### src/pkg/mute_pkg.sv
// Constants and helpers shared by the output mute control block
package mute_pkg;
  localparam int ADDR_W = 8;
  localparam int DATA_W = 8;
  localparam int LVL_W = 2;
  // Register offsets
  localparam logic [7:0] OFS_MUTE_LEVEL = 8'h15;
  localparam logic [7:0] OFS_AUTO_MUTE = 8'h16;
  localparam logic [7:0] OFS_STATUS_MUTE = 8'h17;
  localparam logic [7:0] OFS_MARGIN = 8'h18;
  localparam logic [7:0] OFS_DETECT_CTL = 8'h19;
  localparam logic [7:0] OFS_BLOCK_STATE = 8'h1A;
  // Reset values
  localparam logic [7:0] RST_MUTE_LEVEL = 8'h55;
  localparam logic [7:0] RST_AUTO_MUTE = 8'hFF;
  localparam logic [1:0] RST_STATUS_MUTE = 2'h2;
  localparam logic [5:0] RST_MARGIN = 6'h00;
  localparam logic RST_DETECT_BYPASS = 1'b0;
  // Field positions
  localparam int STATUS_MUTE_W = 2;
  localparam int MARGIN_W = 6;
  localparam int IND_A_BIT = 0;
  localparam int IND_B_BIT = 1;
  localparam int MARGIN_PAIR01_BIT = 0;
  localparam int MARGIN_PAIR23_BIT = 1;
  localparam int MARGIN_CH4_BIT = 2;
  localparam int BYPASS_BIT = 0;
  localparam int STATE_VALID_BIT = 0;
  localparam int STATE_IND_A_BIT = 1;
  localparam int STATE_IND_B_BIT = 2;
  // Margining needs a divide value above this
  localparam logic [7:0] MARGIN_MIN_DIV = 8'h08;

  typedef enum logic [1:0] {
    LVL_BYPASS,
    LVL_COMMON_MODE,
    LVL_FORCE_HIGH,
    LVL_RAIL_SPLIT
  } mute_level_type;

  // Muted drive level of one upper channel, index 0 to 3
  function automatic mute_level_type lvl_field(input logic [7:0] r,
                                               input int idx);
    lvl_field = mute_level_type'(r[idx*LVL_W +: LVL_W]);
  endfunction : lvl_field
endpackage : mute_pkg

### src/pkg/mute_cfg_if.sv
// Mute request and drive shaping signals between control and shaper
`timescale 1ns/1ps
`default_nettype none
interface mute_cfg_if;
  logic [7:0] level;
  logic [3:0] mute_req;
  logic [3:0] cmos_mode;
  logic [3:0][1:0] diff_drive;
  logic [3:0] pos_low;
  logic [3:0] neg_low;
  modport ctrl (output level, output mute_req, output cmos_mode,
                input diff_drive, input pos_low, input neg_low);
  modport shaper (input level, input mute_req, input cmos_mode,
                  output diff_drive, output pos_low, output neg_low);
endinterface : mute_cfg_if
`default_nettype wire

### src/logic/output_mute_control.sv
// Register bank and auto-mute logic for the clock outputs
`timescale 1ns/1ps
`default_nettype none

// What this block does
// - Differential muted state: 0 bypass, 1 common mode, 2 high, 3 rail split.
// - CMOS muted state: 0 bypass, 1 N low, 2 P low, 3 both low.
// - Level only shapes a muted channel; enable bit and reference validity decide muting.
// - Enabled channel mutes while selected reference is invalid; enables reset 1.
// - Channel with enable cleared keeps running regardless of reference.
// - Clocking status pin mutes on invalid reference; resets B 1, A 0.
// - Status pin not carrying a clock never mutes.
// - Margin delay enable acts only for divide values above 8; resets 0.
// - Bits 5 to 2 serve channels 7 to 4; bits 1, 0 pairs.
// - Detector bypass treats both references valid, so nothing mutes.
module output_mute_control (
  // Clock and reset
  input wire logic sys_clk,
  input wire logic rst_b,
  // Register port
  input wire logic [7:0] reg_addr,
  input wire logic [7:0] reg_wdata,
  input wire logic reg_wr,
  input wire logic reg_rd,
  output logic [7:0] reg_rdata_r,
  // Reference status
  input wire logic pri_valid_async,
  input wire logic sec_valid_async,
  input wire logic use_secondary,
  // Output driver configuration
  input wire logic [3:0] ch_cmos_mode,
  input wire logic [7:0][7:0] div_ratio,
  input wire logic indicator_a_is_clock,
  input wire logic indicator_b_is_clock,
  // Output driver control
  output logic [7:0] ch_disable_r,
  output logic [3:0][1:0] ch_diff_drive_r,
  output logic [3:0] ch_pos_low_r,
  output logic [3:0] ch_neg_low_r,
  output logic indicator_a_disable_r,
  output logic indicator_b_disable_r,
  output logic [7:0] margin_active_r
);

  ////////////////////////////////////////////////////////////////////////
  // Declarations

  logic [7:0] level_r;
  logic [7:0] auto_en_r;
  logic [1:0] stat_mute_r;
  logic [5:0] margin_r;
  logic bypass_r;
  logic [1:0] valid_sync;
  logic src_valid;
  logic [7:0] mute_nxt;
  logic ind_a_nxt;
  logic ind_b_nxt;
  logic [7:0] margin_map;
  logic [7:0] rdata_nxt;

  mute_cfg_if cfg ();

  ////////////////////////////////////////////////////////////////////////
  // Helpers

  // Spread the six enables over the eight dividers
  function automatic logic [7:0] margin_spread(input logic [5:0] r);
    margin_spread = {r[5:2],
                     r[mute_pkg::MARGIN_PAIR23_BIT],
                     r[mute_pkg::MARGIN_PAIR23_BIT],
                     r[mute_pkg::MARGIN_PAIR01_BIT],
                     r[mute_pkg::MARGIN_PAIR01_BIT]};
  endfunction : margin_spread

  function automatic logic wr_hit(input logic [7:0] ofs,
                                  input logic wr,
                                  input logic [7:0] addr);
    wr_hit = wr && (addr == ofs);
  endfunction : wr_hit

  ////////////////////////////////////////////////////////////////////////
  // Registers

  // Muted drive levels, channels 4 to 7
  always_ff @(posedge sys_clk or negedge rst_b) begin
    if (!rst_b) begin
      level_r <= mute_pkg::RST_MUTE_LEVEL;
    end else if (wr_hit(mute_pkg::OFS_MUTE_LEVEL, reg_wr, reg_addr)) begin
      level_r <= reg_wdata;
    end
  end

  // Channel auto-mute enables
  always_ff @(posedge sys_clk or negedge rst_b) begin
    if (!rst_b) begin
      auto_en_r <= mute_pkg::RST_AUTO_MUTE;
    end else if (wr_hit(mute_pkg::OFS_AUTO_MUTE, reg_wr, reg_addr)) begin
      auto_en_r <= reg_wdata;
    end
  end

  // Status pin auto-mute enables
  always_ff @(posedge sys_clk or negedge rst_b) begin
    if (!rst_b) begin
      stat_mute_r <= mute_pkg::RST_STATUS_MUTE;
    end else if (wr_hit(mute_pkg::OFS_STATUS_MUTE, reg_wr, reg_addr)) begin
      stat_mute_r <= reg_wdata[mute_pkg::STATUS_MUTE_W-1:0];
    end
  end

  // Divider margin delay enables
  always_ff @(posedge sys_clk or negedge rst_b) begin
    if (!rst_b) begin
      margin_r <= mute_pkg::RST_MARGIN;
    end else if (wr_hit(mute_pkg::OFS_MARGIN, reg_wr, reg_addr)) begin
      margin_r <= reg_wdata[mute_pkg::MARGIN_W-1:0];
    end
  end

  // Detector bypass
  always_ff @(posedge sys_clk or negedge rst_b) begin
    if (!rst_b) begin
      bypass_r <= mute_pkg::RST_DETECT_BYPASS;
    end else if (wr_hit(mute_pkg::OFS_DETECT_CTL, reg_wr, reg_addr)) begin
      bypass_r <= reg_wdata[mute_pkg::BYPASS_BIT];
    end
  end

  ////////////////////////////////////////////////////////////////////////
  // Read port

  always_comb begin
    rdata_nxt = 8'h00;
    unique case (reg_addr)
      mute_pkg::OFS_MUTE_LEVEL: rdata_nxt = level_r;
      mute_pkg::OFS_AUTO_MUTE: rdata_nxt = auto_en_r;
      mute_pkg::OFS_STATUS_MUTE: rdata_nxt = {6'h00, stat_mute_r};
      mute_pkg::OFS_MARGIN: rdata_nxt = {2'h0, margin_r};
      mute_pkg::OFS_DETECT_CTL: rdata_nxt = {7'h00, bypass_r};
      mute_pkg::OFS_BLOCK_STATE: begin
        rdata_nxt[mute_pkg::STATE_VALID_BIT] = src_valid;
        rdata_nxt[mute_pkg::STATE_IND_A_BIT] = indicator_a_disable_r;
        rdata_nxt[mute_pkg::STATE_IND_B_BIT] = indicator_b_disable_r;
      end
      default: rdata_nxt = 8'h00;
    endcase
  end

  // Data stand only in the cycle after the read strobe
  always_ff @(posedge sys_clk or negedge rst_b) begin
    if (!rst_b) begin
      reg_rdata_r <= 8'h00;
    end else if (reg_rd) begin
      reg_rdata_r <= rdata_nxt;
    end else begin
      reg_rdata_r <= 8'h00;
    end
  end

  ////////////////////////////////////////////////////////////////////////
  // Reference validity

  valid_sync u_valid_sync (
    .sys_clk (sys_clk),
    .rst_b (rst_b),
    .async_in ({sec_valid_async, pri_valid_async}),
    .sync_out (valid_sync)
  );

  // Bypass forces both references valid
  assign src_valid = bypass_r ||
                     (use_secondary ? valid_sync[1] : valid_sync[0]);

  ////////////////////////////////////////////////////////////////////////
  // Mute requests

  assign mute_nxt = auto_en_r & {8{!src_valid}};
  assign ind_a_nxt = indicator_a_is_clock &&
                     stat_mute_r[mute_pkg::IND_A_BIT] && !src_valid;
  assign ind_b_nxt = indicator_b_is_clock &&
                     stat_mute_r[mute_pkg::IND_B_BIT] && !src_valid;

  always_ff @(posedge sys_clk or negedge rst_b) begin
    if (!rst_b) begin
      ch_disable_r <= 8'h00;
    end else begin
      ch_disable_r <= mute_nxt;
    end
  end

  always_ff @(posedge sys_clk or negedge rst_b) begin
    if (!rst_b) begin
      indicator_a_disable_r <= 1'b0;
      indicator_b_disable_r <= 1'b0;
    end else begin
      indicator_a_disable_r <= ind_a_nxt;
      indicator_b_disable_r <= ind_b_nxt;
    end
  end

  ////////////////////////////////////////////////////////////////////////
  // Muted drive shaping

  assign cfg.level = level_r;
  assign cfg.mute_req = mute_nxt[7:4];
  assign cfg.cmos_mode = ch_cmos_mode;

  drive_shaper u_drive_shaper (
    .cfg (cfg.shaper)
  );

  always_ff @(posedge sys_clk or negedge rst_b) begin
    if (!rst_b) begin
      ch_diff_drive_r <= '0;
      ch_pos_low_r <= 4'h0;
      ch_neg_low_r <= 4'h0;
    end else begin
      ch_diff_drive_r <= cfg.diff_drive;
      ch_pos_low_r <= cfg.pos_low;
      ch_neg_low_r <= cfg.neg_low;
    end
  end

  ////////////////////////////////////////////////////////////////////////
  // Divider margining

  assign margin_map = margin_spread(margin_r);

  always_ff @(posedge sys_clk or negedge rst_b) begin
    if (!rst_b) begin
      margin_active_r <= 8'h00;
    end else begin
      for (int i = 0; i < 8; i++) begin
        margin_active_r[i] <= margin_map[i] &&
                              (div_ratio[i] > mute_pkg::MARGIN_MIN_DIV);
      end
    end
  end
endmodule : output_mute_control
`default_nettype wire

### src/logic/valid_sync.sv
// Two-stage synchroniser for the reference valid levels
`timescale 1ns/1ps
`default_nettype none
module valid_sync (
  // Clock and reset
  input wire logic sys_clk,
  input wire logic rst_b,
  // Levels
  input wire logic [1:0] async_in,
  output logic [1:0] sync_out
);
  logic [1:0] stage1_r;

  always_ff @(posedge sys_clk or negedge rst_b) begin
    if (!rst_b) begin
      stage1_r <= 2'h0;
      sync_out <= 2'h0;
    end else begin
      stage1_r <= async_in;
      sync_out <= stage1_r;
    end
  end
endmodule : valid_sync
`default_nettype wire

### src/logic/drive_shaper.sv
// Muted drive state decode for channels 4 to 7
`timescale 1ns/1ps
`default_nettype none
module drive_shaper (
  // Configuration and requests
  mute_cfg_if.shaper cfg
);
  always_comb begin
    mute_pkg::mute_level_type lvl;
    lvl = mute_pkg::LVL_BYPASS;
    for (int i = 0; i < 4; i++) begin
      lvl = mute_pkg::lvl_field(cfg.level, i);
      cfg.diff_drive[i] = 2'h0;
      cfg.pos_low[i] = 1'b0;
      cfg.neg_low[i] = 1'b0;
      // Level only shapes a channel that is muted
      if (cfg.mute_req[i]) begin
        if (cfg.cmos_mode[i]) begin
          unique case (lvl)
            mute_pkg::LVL_BYPASS: cfg.pos_low[i] = 1'b0;
            mute_pkg::LVL_COMMON_MODE: cfg.neg_low[i] = 1'b1;
            mute_pkg::LVL_FORCE_HIGH: cfg.pos_low[i] = 1'b1;
            mute_pkg::LVL_RAIL_SPLIT: begin
              cfg.pos_low[i] = 1'b1;
              cfg.neg_low[i] = 1'b1;
            end
          endcase
        end else begin
          cfg.diff_drive[i] = lvl;
        end
      end
    end
  end
endmodule : drive_shaper
`default_nettype wire

### config.mk
export PLATFORM = sky130hd
export DESIGN_NAME = output_mute_control
export DESIGN_NICKNAME = d
export VERILOG_FILES = /design/src/pkg/mute_pkg.sv /design/src/pkg/mute_cfg_if.sv /design/src/logic/output_mute_control.sv /design/src/logic/valid_sync.sv /design/src/logic/drive_shaper.sv
export SDC_FILE = /design/constraint.sdc
export NUM_CORES = 1
export LEC_CHECK = 0
export BUFFER_PORTS_ARGS = -buffer_cell sky130_fd_sc_hd__buf_2
export CORE_ASPECT_RATIO = 0.9
export CORE_MARGIN = 10
export CORE_UTILIZATION = 52
export CTS_BUF_LIST = sky130_fd_sc_hd__clkbuf_4
export CTS_CLUSTER_DIAMETER = 100
export DETAILED_ROUTE_END_ITERATION = 8
export HOLD_SLACK_MARGIN = 0.1
export PLACE_DENSITY = 0.88
export RECOVER_POWER = 50
export SYNTH_ARGS = -nofsm -noshare
export SYNTH_HDL_FRONTEND = slang
export SYNTH_HIERARCHICAL = 1
export SYNTH_SLANG_ARGS = --single-unit
### constraint.sdc
create_clock -name sys_clk -period 3.1 [get_ports sys_clk]
set_input_delay 0.155 -clock sys_clk [delete_from_list [all_inputs] [get_ports sys_clk]]
set_output_delay 0.155 -clock sys_clk [all_outputs]
set_load 0.01 [all_outputs]
======== Word-level counts from Yosys, hierarchy flattened ========
Index checks and enable logic that the tools add are counted.
word-level totals
  bits in registers ....................... 71
  bits of input ports ..................... 93
  output and inout bits ................... 42
  word-level logic and storage cells ...... 108
cells by class
  magnitude comparators ................... 8
  eq/ne operators ......................... 18
  mux-type cells .......................... 36
  bitwise logic cells ..................... 1
  reductions and logical operators ........ 27
operators by type and width
  cell                                                 count
  > comparator 8 x 4 -> 1 bit (second input constant)  8
  == test 8 x 5 -> 1 bit (second input constant)       6
  two-way mux 1 bit                                    25
  one-hot mux 3 bit (6 select lines)                   1
  logical AND 1 bit                                    17
  == test 2 bit (second input constant)                8
  two-way mux 2 bit                                    8
  OR reduction 2 bit                                   8
  one-hot mux 5 bit (3 select lines)                   1
  AND 8 bit                                            1
  == test 2 x 1 -> 1 bit (second input constant)       4
  two-way mux 8 bit                                    1
  zero test 1 bit                                      1
  logical OR 1 bit                                     1

======== Logic depth before layout (Yosys ltp) ========
Gate-level depths: netlist of the first run.
  depth after elaboration ................. 5
  gate-level depth with buffers ........... 6
  depth with buffers taken out ............ 4

======== By module ========
The synthesis of the first run kept the hierarchy.
modules (own cells, without submodules)
  module               instances  cells each  area each (um^2)  sequential area each (um^2)
  output_mute_control  1          190         2665.1            1692.9
  drive_shaper         1          16          130.1             0.0
  valid_sync           1          4           100.1             100.1

======== Worst setup path after synthesis of the first run ========
No wires, ideal clock.
  kind .................................... register to register
  start point ............................. register u_valid_sync.sync_out[0]
  end point ............................... register ch_neg_low_r[0]
  arrival ................................. 1228 ps
  required time ........................... 3035 ps
  setup slack ............................. 1807 ps
  stages on the path, launching flop included .. 6
  clock period less this slack ............ 1293 ps
  cells stage by stage .................... dfrtp_1 -> nor2b_1 -> a211oi_1 -> clkbuf_1 -> and2_1 -> and3_2
on the way
  longest elaborated chain between the ends .. 5
RTL lines
  item                    line                        RTL
  start, declared         valid_sync.sv:10            output logic [1:0] sync_out
  start signal, assigned  valid_sync.sv:20            sync_out <= stage1_r;
  two-way mux 1 bit       output_mute_control.sv:172  (use_secondary ? valid_sync[1] : valid_sync[0]);
  logical OR 1 bit        output_mute_control.sv:171  assign src_valid = bypass_r ||
  zero test 1 bit         output_mute_control.sv:177  assign mute_nxt = auto_en_r & {8{!src_valid}};
  AND 8 bit               output_mute_control.sv:177
  via mute_nxt[4]         output_mute_control.sv:55   logic [7:0] mute_nxt;
  two-way mux 1 bit       drive_shaper.sv:17          if (cfg.mute_req[i]) begin
  via cfg.neg_low[0]      mute_cfg_if.sv:10           logic [3:0] neg_low;
  end signal, assigned    output_mute_control.sv:220  ch_neg_low_r <= cfg.neg_low;
  end, declared           output_mute_control.sv:39   output logic [3:0] ch_neg_low_r,
The timed path passes the listed nets, and every way through them passes these cells.
A chain may end at the register's enable or synchronous reset.

======== Final worst setup path of the first run ========
  start point ............................. input div_ratio[27] (netlist name)
  end point ............................... register margin_active_r[3]
on the way
  longest elaborated chain between the ends .. 2
RTL lines
  item                           line                        RTL
  start, declared                output_mute_control.sv:32   input wire logic [7:0][7:0] div_ratio,
  > comparator 8 x 4 -> 1 bit    output_mute_control.sv:235  (div_ratio[i] > mute_pkg::MARGIN_MIN_DIV);
  logical AND 1 bit              output_mute_control.sv:234  margin_active_r[i] <= margin_map[i] &&
  end signal, assigned by index  output_mute_control.sv:234
  end, declared                  output_mute_control.sv:42   output logic [7:0] margin_active_r
No other way between the ends.

==> results of run 1 <==
==> through the flow <==
step	hold WS (ns)	cells
4_1_cts	0.102	463
6_report	0.154	465
3_3_place_gp	0.143	405
3_5_place_dp	0.145	405
5_1_grt	0.139	465
2_1_floorplan	-0.141	210
==> state kept, by name, indices dropped and copies added (netlist names) <==
name	flops
bypass_r	1
ch_pos_low_r	4
ch_neg_low_r	4
u_valid_sync/stage1_r	2
margin_active_r	8
u_valid_sync/sync_out	2
ch_diff_drive_r	8
cfg.level	8
auto_en_r	8
stat_mute_r	2
indicator_b_disable_r	1
ch_disable_r	8
margin_r	6
reg_rdata_r	8
indicator_a_disable_r	1
==> area by class of cell <==
| type | instances | area, um^2 | share of cell area (%) |
|---|---|---|---|
| Sequential cell | 71 | 1790 | 43.8 |
| Timing Repair Buffer | 179 | 1060 | 25.8 |
| Multi-Input combinational cell | 131 | 1050 | 25.6 |
| Clock buffer | 12 | 90.1 | 2.20 |
| Tap cell | 67 | 83.8 | 2.05 |
| Clock inverter | 4 | 22.5 | 0.550 |
| Antenna cell | 1 | 2.50 | 0.0611 |
==> critical path, stage by stage <==
cell and delay [ns]:
dlygate4sd3_1 0.53, buf_2 0.12, o31ai_1 0.07, dlygate4sd3_1 0.60, a21boi_0 0.10, dlygate4sd3_1 0.58
==> report_power, final <==
group	internal [mW]	leakage, nW	switching, mW
registers	0.959	0.931	0.0187
clock network	0.188	0.0671	0.303
logic	0.112	1.03	0.0903
total	1.26	2.02	0.412
==> Yosys cell counts (2+ instances only) <==
library cell	count
a21oi_1	2
a22oi_1	6
a22o_1	5
a21boi_0	8
nand2_1	4
nor2b_1	6
clkbuf_1	3
nor3_1	3
and2_1	10
and3_1	2
and3_2	8
nor4_1	8
nor2_1	7
and3b_1	9
dfstp_2	13
mux2_4	3
nand2b_1	2
mux2_2	23
dfrtp_1	58
nand3_1	2
buf_2	4
o31ai_1	8
o21ai_0	2
==> per-layer routing <==
metal / up-vias / track usage [%] / part of all wire (%) / wire (um)
met5: - / 0 / 0 / 0
met4: 0 / 6.21 / 1.6 / 142
met3: 11 / 8.11 / 6.8 / 585
met2: 85 / 34.3 / 54 / 4680
met1: 1225 / 20.0 / 37 / 3240
li1: 1143 / - / - / -
==> cell families after synthesis <==
kind of cell | count (synthesis) | share of synthesized area (%)
buf+inv | 8 | 1.47
flops | 71 | 61.9
mux | 26 | 10.5
simple gates | 67 | 16.1
compound gates | 38 | 10.0
==> worst max path at each step <==
stage | cells after the start | start | endpoint
2_1_floorplan | 5 | u_valid_sync/sync_out[0] | ch_neg_low_r[0]
3_3_place_gp | 4 | reg_addr[1] | auto_en_r[0]
3_5_place_dp | 4 | reg_addr[1] | auto_en_r[1]
4_1_cts | 6 | div_ratio[3] | margin_active_r[0]
5_1_grt | 3 | rst_b | stat_mute_r[0]
6_report | 6 | div_ratio[27] | margin_active_r[3]
==> what timing repair did <==
action	CTS	global route
resized for setup	0	0
hold endpoints to repair	78	1
setup buffers	0	0
hold buffers	42	1
==> cells in the final DEF (no fill, tap or decap), types with 3 or more instances in the layout <==
master and count:
buf_2 90, dfrtp_1 58, clkbuf_1 45, dlygate4sd3_1 43, mux2_2 23, dfstp_2 13
clkbuf_4 12, and3b_1 9, nor4_1 8, o31ai_1 8, a21boi_0 8, and3_2 8
nor2_1 7, and2_0 7, nor2b_1 6, a22oi_1 6, a22o_1 5, nand2_1 4
nor3_1 3, and2_1 3, mux2_4 3, clkinv_2 3
==> run_results.csv, run 1 <==
group,metric,value,unit
status,run_status,"finished, final reports clean",
floorplanning,die-area,8960,um^2
power_and_ir_drop,peakVddDrop,367,uV
global_route,grt_usage,19.3,%
synth,synthCells,210,
worst_setup_path,r2r_cells,5,
clocking,cts_tree,"done",
worst_setup_path,start_kind,"input port",
synth,ys_seq_elements,71,
route,viasPerCell,5.30,
placed_design,port_buffers,134,
synth,yosysWarningCount,6,
sta,slew_violations,0,
floorplanning,die_h,90.8,um
worst_setup_path,rr_startpoint,"u_valid_sync/sync_out[0]",
power_and_ir_drop,p_leak,2.02,nW
min_path,hold_end,"reg_rdata_r[6]",
clocking,clkSlewWorstSetupHoldPaths,0.11,ns
route,firstDrtPassIters,4,
sta,rsz0062_at_grt,"no",
synth,synth_top_cell_by_area,"dfrtp_1",
placed_design,dpl.hpwl,6.16,mm
sta,setup_ws,1.24,ns
final_layout,nets,485,
route,ant_nets,0,
route,drt-initial-drc-count,187,
worst_setup_path,cp_max_fo,1,
floorplanning,start_util,54.4,%
worst_setup_path,timing.rr.end,"ch_pos_low_r[1]",
worst_setup_path,r2r_slack,1.42,ns
clocking,clock_path_buffers,2,
min_path,hold_start,"reg_addr[3]",
floorplanning,rows,25,
final_layout,final_cell_area,4100,um^2
clocking,cts_inserted_buffers,9,
global_route,globalRouteOverflowTotal,0,
synth,yosysSeqAreaShare,61.9,%
synth,yosys.area.top_type_share,50.1,%
sta,timing_hold_violations_final,0,
placed_design,place_area,3620,um^2
synth,synth-async-reset-ratio,100,%
route,post_drt_wl_per_cell,18.6,um
synth,ys_types,37,
sta,period_minus_slack,1.86,ns
sta,period_share,60.0,%
route,wl,8.65,mm
sta,clock.fmax,0.538,GHz
synth,synth_edf_count,0,
floorplanning,fp.coreArea,5320,um^2
global_route,antenna_found_initial,1,
clocking,cts-htree-levels,3,
clocking,root_buffer,"clkbuf_4",
final_layout,fin_util,77.0,%
worst_setup_path,critPathKind,"input port to flop",
final_layout,fillers,357,
power_and_ir_drop,power.total,1.67,mW
final_layout,drive_above_1_share,39.8,%
global_route,grt_pass1_wl,13.7,mm
floorplanning,die-width,98.7,um
route,vias,2464,
sta,tightest_slew,1.18,ns
sta,fin_skew,0.0125,ns
global_route,first_global_vias,2696,
worst_setup_path,crit_required,3.39,ns
min_path,hp-class,"input port to flop",
worst_setup_path,worstSetupEndpointType,"flop",
sta,slew_headroom,21.3,%
synth,synthesis.nets,303,
synth,ys.flop_type,"dfrtp_1",
sta,setup_viol,0,
synth,syn_area_per_cell,13.8,um^2
clocking,clkLatencyLatePin,0.41,ns
clocking,clock_sinks,71,
global_route,grt_max_degree,50,
floorplanning,io_pins,135,
final_layout,area_growth_syn_to_layout,41.5,%
sta,fin_tns_setup,0,ns
synth,synth_area_leaders,"dfrtp_1, dfstp_2, mux2_2",
worst_setup_path,crit_arrival,2.15,ns
synth,synth_area,2900,um^2
route,drc,0,
placed_design,dp_slack,1.43,ns
min_path,hold_depth,3,
job,maxCapViolations,0,
placed_design,routabilityCongestion,0.894,
power_and_ir_drop,pwr_density_cell,408,nW/um^2
No activity file was read; power rests on OpenSTA's default activity.
==> run 2, diff against run 1 <==
- CORE_UTILIZATION: 52 -> 43
- PLACE_DENSITY: 0.88 -> 0.78
- clock period: 3.1 -> 1.7 ns (I/O delays scaled with it)
==> run 2 against run 1 <==
Effect of this change:
- sequential power up 82%
- flip-flop and latch count is the same
- largest cell class unchanged
- routed wire length down 1.3%
- largest power group unchanged
- register-to-register slack worse by 1.1 ns
==> run_results.csv, run 2 (same netlist as run 1, synthesis figures left out) <==
group,metric,value,unit
status,run_status,"finished, final reports clean",
worst_setup_path,rr_startpoint,"u_valid_sync/sync_out[0]",
route,drc,0,
worst_setup_path,crit_chain,"dlygate4sd3_1 -> buf_2 -> and3b_1 -> nand3b_4 -> mux2_4",
floorplanning,die_h,97.8,um
worst_setup_path,slowest_delay,0.53,ns
clocking,cts_inserted_buffers,9,
final_layout,drive_above_1_share,48.5,%
final_layout,area_growth_syn_to_layout,45.9,%
global_route,grt_pass1_wl,13.7,mm
sta,setup_viol,0,
global_route,globalRouteOverflowTotal,0,
min_path,hp-class,"input port to flop",
sta,timing_hold_violations_final,0,
worst_setup_path,crit_arrival,1.73,ns
sta,clock.fmax,0.706,GHz
worst_setup_path,r2r_slack,0.34,ns
worst_setup_path,timing.rr.end,"ch_neg_low_r[0]",
worst_setup_path,worstSetupEndpointType,"flop",
sta,tightest_slew,0.943,ns
route,vias,2455,
worst_setup_path,critPathKind,"input port to flop",
clocking,clock_path_buffers,2,
route,ant_nets,0,
final_layout,final_common_cell,"buf_2",
route,wl,8.53,mm
sta,period_share,83.3,%
placed_design,dp_slack,0.172,ns
global_route,antenna_found_initial,0,
final_layout,multi_input_area,1060,um^2
global_route,first_global_vias,2762,
route,viasPerCell,5.03,
floorplanning,die-width,106,um
worst_setup_path,crit_required,2.01,ns
sta,setup_ws,0.284,ns
sta,slew_violations,0,
placed_design,port_buffers,134,
power_and_ir_drop,p_leak,2.21,nW
floorplanning,rows,28,
worst_setup_path,start_kind,"input port",
power_and_ir_drop,peakVddDrop,378,uV
sta,rsz0062_at_grt,"no",
worst_setup_path,cp_max_fo,12,
clocking,cts-htree-levels,3,
final_layout,mostFrequentLayoutCells,"buf_2, dfrtp_1, dlygate4sd3_1",
clocking,clock_sinks,71,
route,firstDrtPassIters,4,
floorplanning,io_pins,135,
min_path,hold_depth,3,
global_route,grt_usage,16.3,%
min_path,hold_end,"stat_mute_r[1]",
clocking,root_buffer,"clkbuf_4",
placed_design,routabilityCongestion,0.875,
sta,period_minus_slack,1.42,ns
final_layout,seq_area,1790,um^2
route,drt-initial-drc-count,107,
clocking,clkSlewWorstSetupHoldPaths,0.12,ns
min_path,hold_start,"reg_addr[1]",
global_route,grt_max_degree,72,
final_layout,antenna_cells,0,
floorplanning,fp.coreArea,6550,um^2
final_layout,fillers,527,
power_and_ir_drop,power.total,3.39,mW
final_layout,nets,486,
sta,fin_tns_setup,0,ns
power_and_ir_drop,pwr_density_cell,803,nW/um^2
worst_setup_path,slowest_stage,"dlygate4sd3_1",
worst_setup_path,path_buf_inv,2,
clocking,clkLatencyLatePin,0.41,ns
sta,slew_headroom,37.1,%
sta,fin_skew,0.0126,ns
floorplanning,start_util,44.2,%
placed_design,dpl.hpwl,6.06,mm
worst_setup_path,cp_top_family,"buffers and inverters",
floorplanning,die-area,10400,um^2
clocking,cts_tree,"done",
job,maxCapViolations,0,
worst_setup_path,r2r_cells,5,
route,post_drt_wl_per_cell,17.5,um
final_layout,fin_util,64.5,%
## run 2: changes by cell type in the layout (fill, tap and decap cells not counted), sizes merged, moves of 2 or more
cell         change
buf             +33
bufinv           +2
clkbuf          -29
clkinv           -3
dlygate4sd3      -5
inv              +2
## run 2: cell type report
class / instances / share of cell area (%)
Sequential cell: 71 / 42.5
Clock inverter: 6 / 2.19
Timing Repair Buffer: 180 / 25.8
Multi-Input combinational cell: 131 / 25.1
Tap cell: 90 / 2.67
Clock buffer: 10 / 1.78
## run 2: layer usage
| layer | vias up | routed length, um | track usage [%] |
|---|---|---|---|
| li1 | 1142 | - | - |
| met1 | 1193 | 3480 | 17.9 |
| met2 | 112 | 4060 | 27.3 |
| met3 | 8 | 905 | 8.15 |
| met4 | 0 | 78 | 4.27 |
| met5 | - | 0 | 0 |
## run 2: what timing repair did
item	in CTS	in global routing
endpoints found under the hold margin	127	0
setup endpoints to repair	0	8
buffers inserted	0	0
resized for setup	0	1
hold buffers	46	0
## run 2: worst max path at each step
stage | slack, ns | to | cells after the start | start
after floorplan | 0.41 | ch_neg_low_r[0] | 5 | u_valid_sync/sync_out[0]
after global placement | 0.19 | cfg.level[1] | 5 | reg_addr[5]
after detailed placement | 0.17 | cfg.level[1] | 5 | reg_addr[5]
after CTS | 0.02 | margin_active_r[5] | 6 | div_ratio[43]
after global routing | 0.20 | ch_pos_low_r[3] | 5 | u_valid_sync/sync_out[0]
final | 0.28 | cfg.level[1] | 5 | reg_addr[0]
## run 2: worst reg2reg max path, delay by kind of cell, from the launching register on
| family | cells | cell delay, ns |
|---|---|---|
| AOI/OAI and AO/OA | 1 | 0.18 |
| buffers and inverters | 1 | 0.22 |
| DFF | 1 | 0.38 |
| and+or+nand+nor | 3 | 0.53 |
## run 2: metrics by stage
step	instance area, um^2	hold WS, ns	instances
floorplan	2900	-0.211	210
global route	4220	0.168	488
global placement	3710	0.133	434
CTS	4340	0.139	496
finish	4220	0.178	488
detailed placement	3710	0.140	434
## run 2: report_power, final
part	internal, mW	switching, mW	leakage (nW)
Sequential	1.75	0.0318	0.931
Clock	0.622	0.613	0.0836
Combinational	0.207	0.168	1.19
Total	2.58	0.813	2.21
==> run 3, diff against run 2 <==
- CORE_UTILIZATION: 43 -> 48
- PLACE_DENSITY: 0.78 -> 0.82
- clock period: 1.7 -> 1.4 ns (I/O delays scaled with it)
==> run 3 against run 2 <==
Effect of this change:
- count of clock-buffer cells in the layout fell by 1
- largest power group unchanged
- critical endpoint unchanged
- first-iteration DRC count fell by 47%
- routed wire length rose by 4.7%
==> run_results.csv, run 3 (same netlist as run 1, synthesis figures left out) <==
group,metric,value,unit
placed_design,dp_cells,418,
worst_setup_path,r2r_cells,5,
clocking,clkSlewWorstSetupHoldPaths,0.11,ns
sta,fin_skew,0.0101,ns
route,vias,2506,
sta,rsz0062_at_grt,"yes",
worst_setup_path,worstSetupEndpointType,"flop",
clocking,root_buffer,"clkbuf_4",
sta,clock.fmax,0.726,GHz
min_path,hold_start,"reg_addr[1]",
min_path,hold_depth,3,
floorplanning,die-area,9540,um^2
worst_setup_path,r2r_slack,0.05,ns
placed_design,routabilityCongestion,0.823,
route,ant_nets,0,
final_layout,seq_area,1790,um^2
placed_design,dpl.hpwl,6.32,mm
worst_setup_path,critPathKind,"input port to flop",
sta,fin_tns_setup,0,ns
global_route,first_global_vias,2955,
worst_setup_path,crit_required,1.71,ns
final_layout,area_growth_syn_to_layout,55.3,%
final_layout,final_cell_area,4500,um^2
power_and_ir_drop,peakVddDrop,685,uV
global_route,globalRouteOverflowTotal,0,
min_path,hp-class,"input port to flop",
route,post_drt_wl_per_cell,18.2,um
clocking,cts_inserted_buffers,9,
floorplanning,start_util,50.3,%
min_path,hold_end,"reg_rdata_r[1]",
route,drt-initial-drc-count,57,
final_layout,mostFrequentLayoutCells,"buf_2, dfrtp_1, dlygate4sd3_1",
worst_setup_path,slowest_stage,"dlygate4sd3_1",
sta,slew_violations,0,
final_layout,stdcell_count,491,
clocking,cts-htree-levels,3,
route,firstDrtPassIters,7,
final_layout,final_common_cell,"buf_2",
global_route,grt_usage,19.5,%
floorplanning,die_h,93.7,um
clocking,clkLatencyLatePin,0.42,ns
route,wl,8.93,mm
power_and_ir_drop,p_leak,2.34,nW
sta,timing_hold_violations_final,0,
sta,period_minus_slack,1.38,ns
worst_setup_path,crit_chain,"dlygate4sd3_1 -> buf_2 -> and3b_1 -> nand3b_4 -> mux2_4",
final_layout,drive_above_1_share,48.3,%
worst_setup_path,slowest_delay,0.53,ns
final_layout,multi_input_area,1070,um^2
floorplanning,io_pins,135,
placed_design,port_buffers,134,
worst_setup_path,start_kind,"input port",
floorplanning,die-width,102,um
route,viasPerCell,5.10,
sta,setup_ws,0.0226,ns
power_and_ir_drop,power.total,4.49,mW
clocking,clock_path_buffers,2,
placed_design,dp_slack,-0.0534,ns
route,drc,0,
clocking,clock_sinks,71,
global_route,antenna_found_initial,0,
status,run_status,"finished, final reports clean",
floorplanning,rows,26,
worst_setup_path,cp_max_fo,8,
placed_design,place_area,3740,um^2
sta,setup_viol,0,
sta,period_share,98.4,%
power_and_ir_drop,pwr_density_cell,999,nW/um^2
worst_setup_path,rr_startpoint,"u_valid_sync/sync_out[0]",
final_layout,fillers,382,
sta,slew_headroom,37.1,%
global_route,grt_max_degree,37,
job,maxCapViolations,0,
sta,tightest_slew,0.944,ns
worst_setup_path,timing.rr.end,"reg_rdata_r[0]",
global_route,grt_pass1_wl,14.5,mm
floorplanning,fp.coreArea,5760,um^2
final_layout,nets,508,
worst_setup_path,crit_arrival,1.69,ns
clocking,cts_tree,"done",
==> run 3: cell count changes in the layout (fill, tap and decap cells not counted), moves of 2 or more <==
cell | before | now
dlygate4sd3_1 | 38 | 54
buf_4 | 7 | 10
clkbuf_4 | 11 | 9
bufinv_16 | 2 | 4
buf_12 | 0 | 2
==> run 3: where the power goes <==
| group | internal, mW | leakage (nW) | switching (mW) |
|---|---|---|---|
| combinational | 0.298 | 1.30 | 0.216 |
| clock | 1.09 | 0.103 | 0.728 |
| sequential | 2.12 | 0.931 | 0.0390 |
| total | 3.51 | 2.34 | 0.983 |
==> run 3: through the flow <==
step / hold slack (ns) / util, %
2_1_floorplan: -0.226 / -
3_3_place_gp: 0.0203 / 64.9
3_5_place_dp: 0.0227 / 64.9
4_1_cts: 0.120 / 78.2
5_1_grt: 0.171 / 78.0
6_report: 0.169 / 78.1
==> run 3: cell type report <==
| type | count | share of cell area [%] |
|---|---|---|
| clock buffer | 9 | 1.50 |
| timing repair buffer | 202 | 29.6 |
| tap | 70 | 1.95 |
| clock inverter | 7 | 3.20 |
| multi-input combinational | 131 | 23.9 |
| antenna | 1 | 0.0557 |
| sequential | 71 | 39.9 |
==> run 3: timing repair <==
action | CTS | global route
endpoints found under the setup margin | 0 | 21
gates resized for setup | 0 | 4
endpoints found under the hold margin | 117 | 0
buffers inserted | 0 | 1
hold buffers | 55 | 0
==> run 3: worst max-delay path by stage <==
stage | cells after the start | endpoint | slack [ns] | start
floorplan | 5 | ch_neg_low_r[0] | 0.11 | u_valid_sync/sync_out[0]
global placement | 6 | cfg.level[1] | -0.008 | reg_addr[5]
detailed placement | 6 | cfg.level[1] | -0.05 | reg_addr[5]
CTS | 7 | reg_rdata_r[3] | 0.03 | reg_addr[2]
global route | 5 | reg_rdata_r[0] | -0.02 | u_valid_sync/sync_out[0]
finish | 5 | cfg.level[1] | 0.02 | reg_addr[3]
==> run 3: worst max-delay path: cells and delay by family <==
kind / cells / cell delay, ns
and+or+nand+nor: 2 / 0.59
buffers and inverters: 2 / 0.67
muxes: 1 / 0.34
==> run 3: layer usage <==
layer	GRT usage (%)	up-vias	share of wire (%)
met4	7.86	0	2.0
met1	21.3	1170	39
met2	32.3	130	47
li1	-	1189	-
met5	0	-	0
met3	9.20	17	11
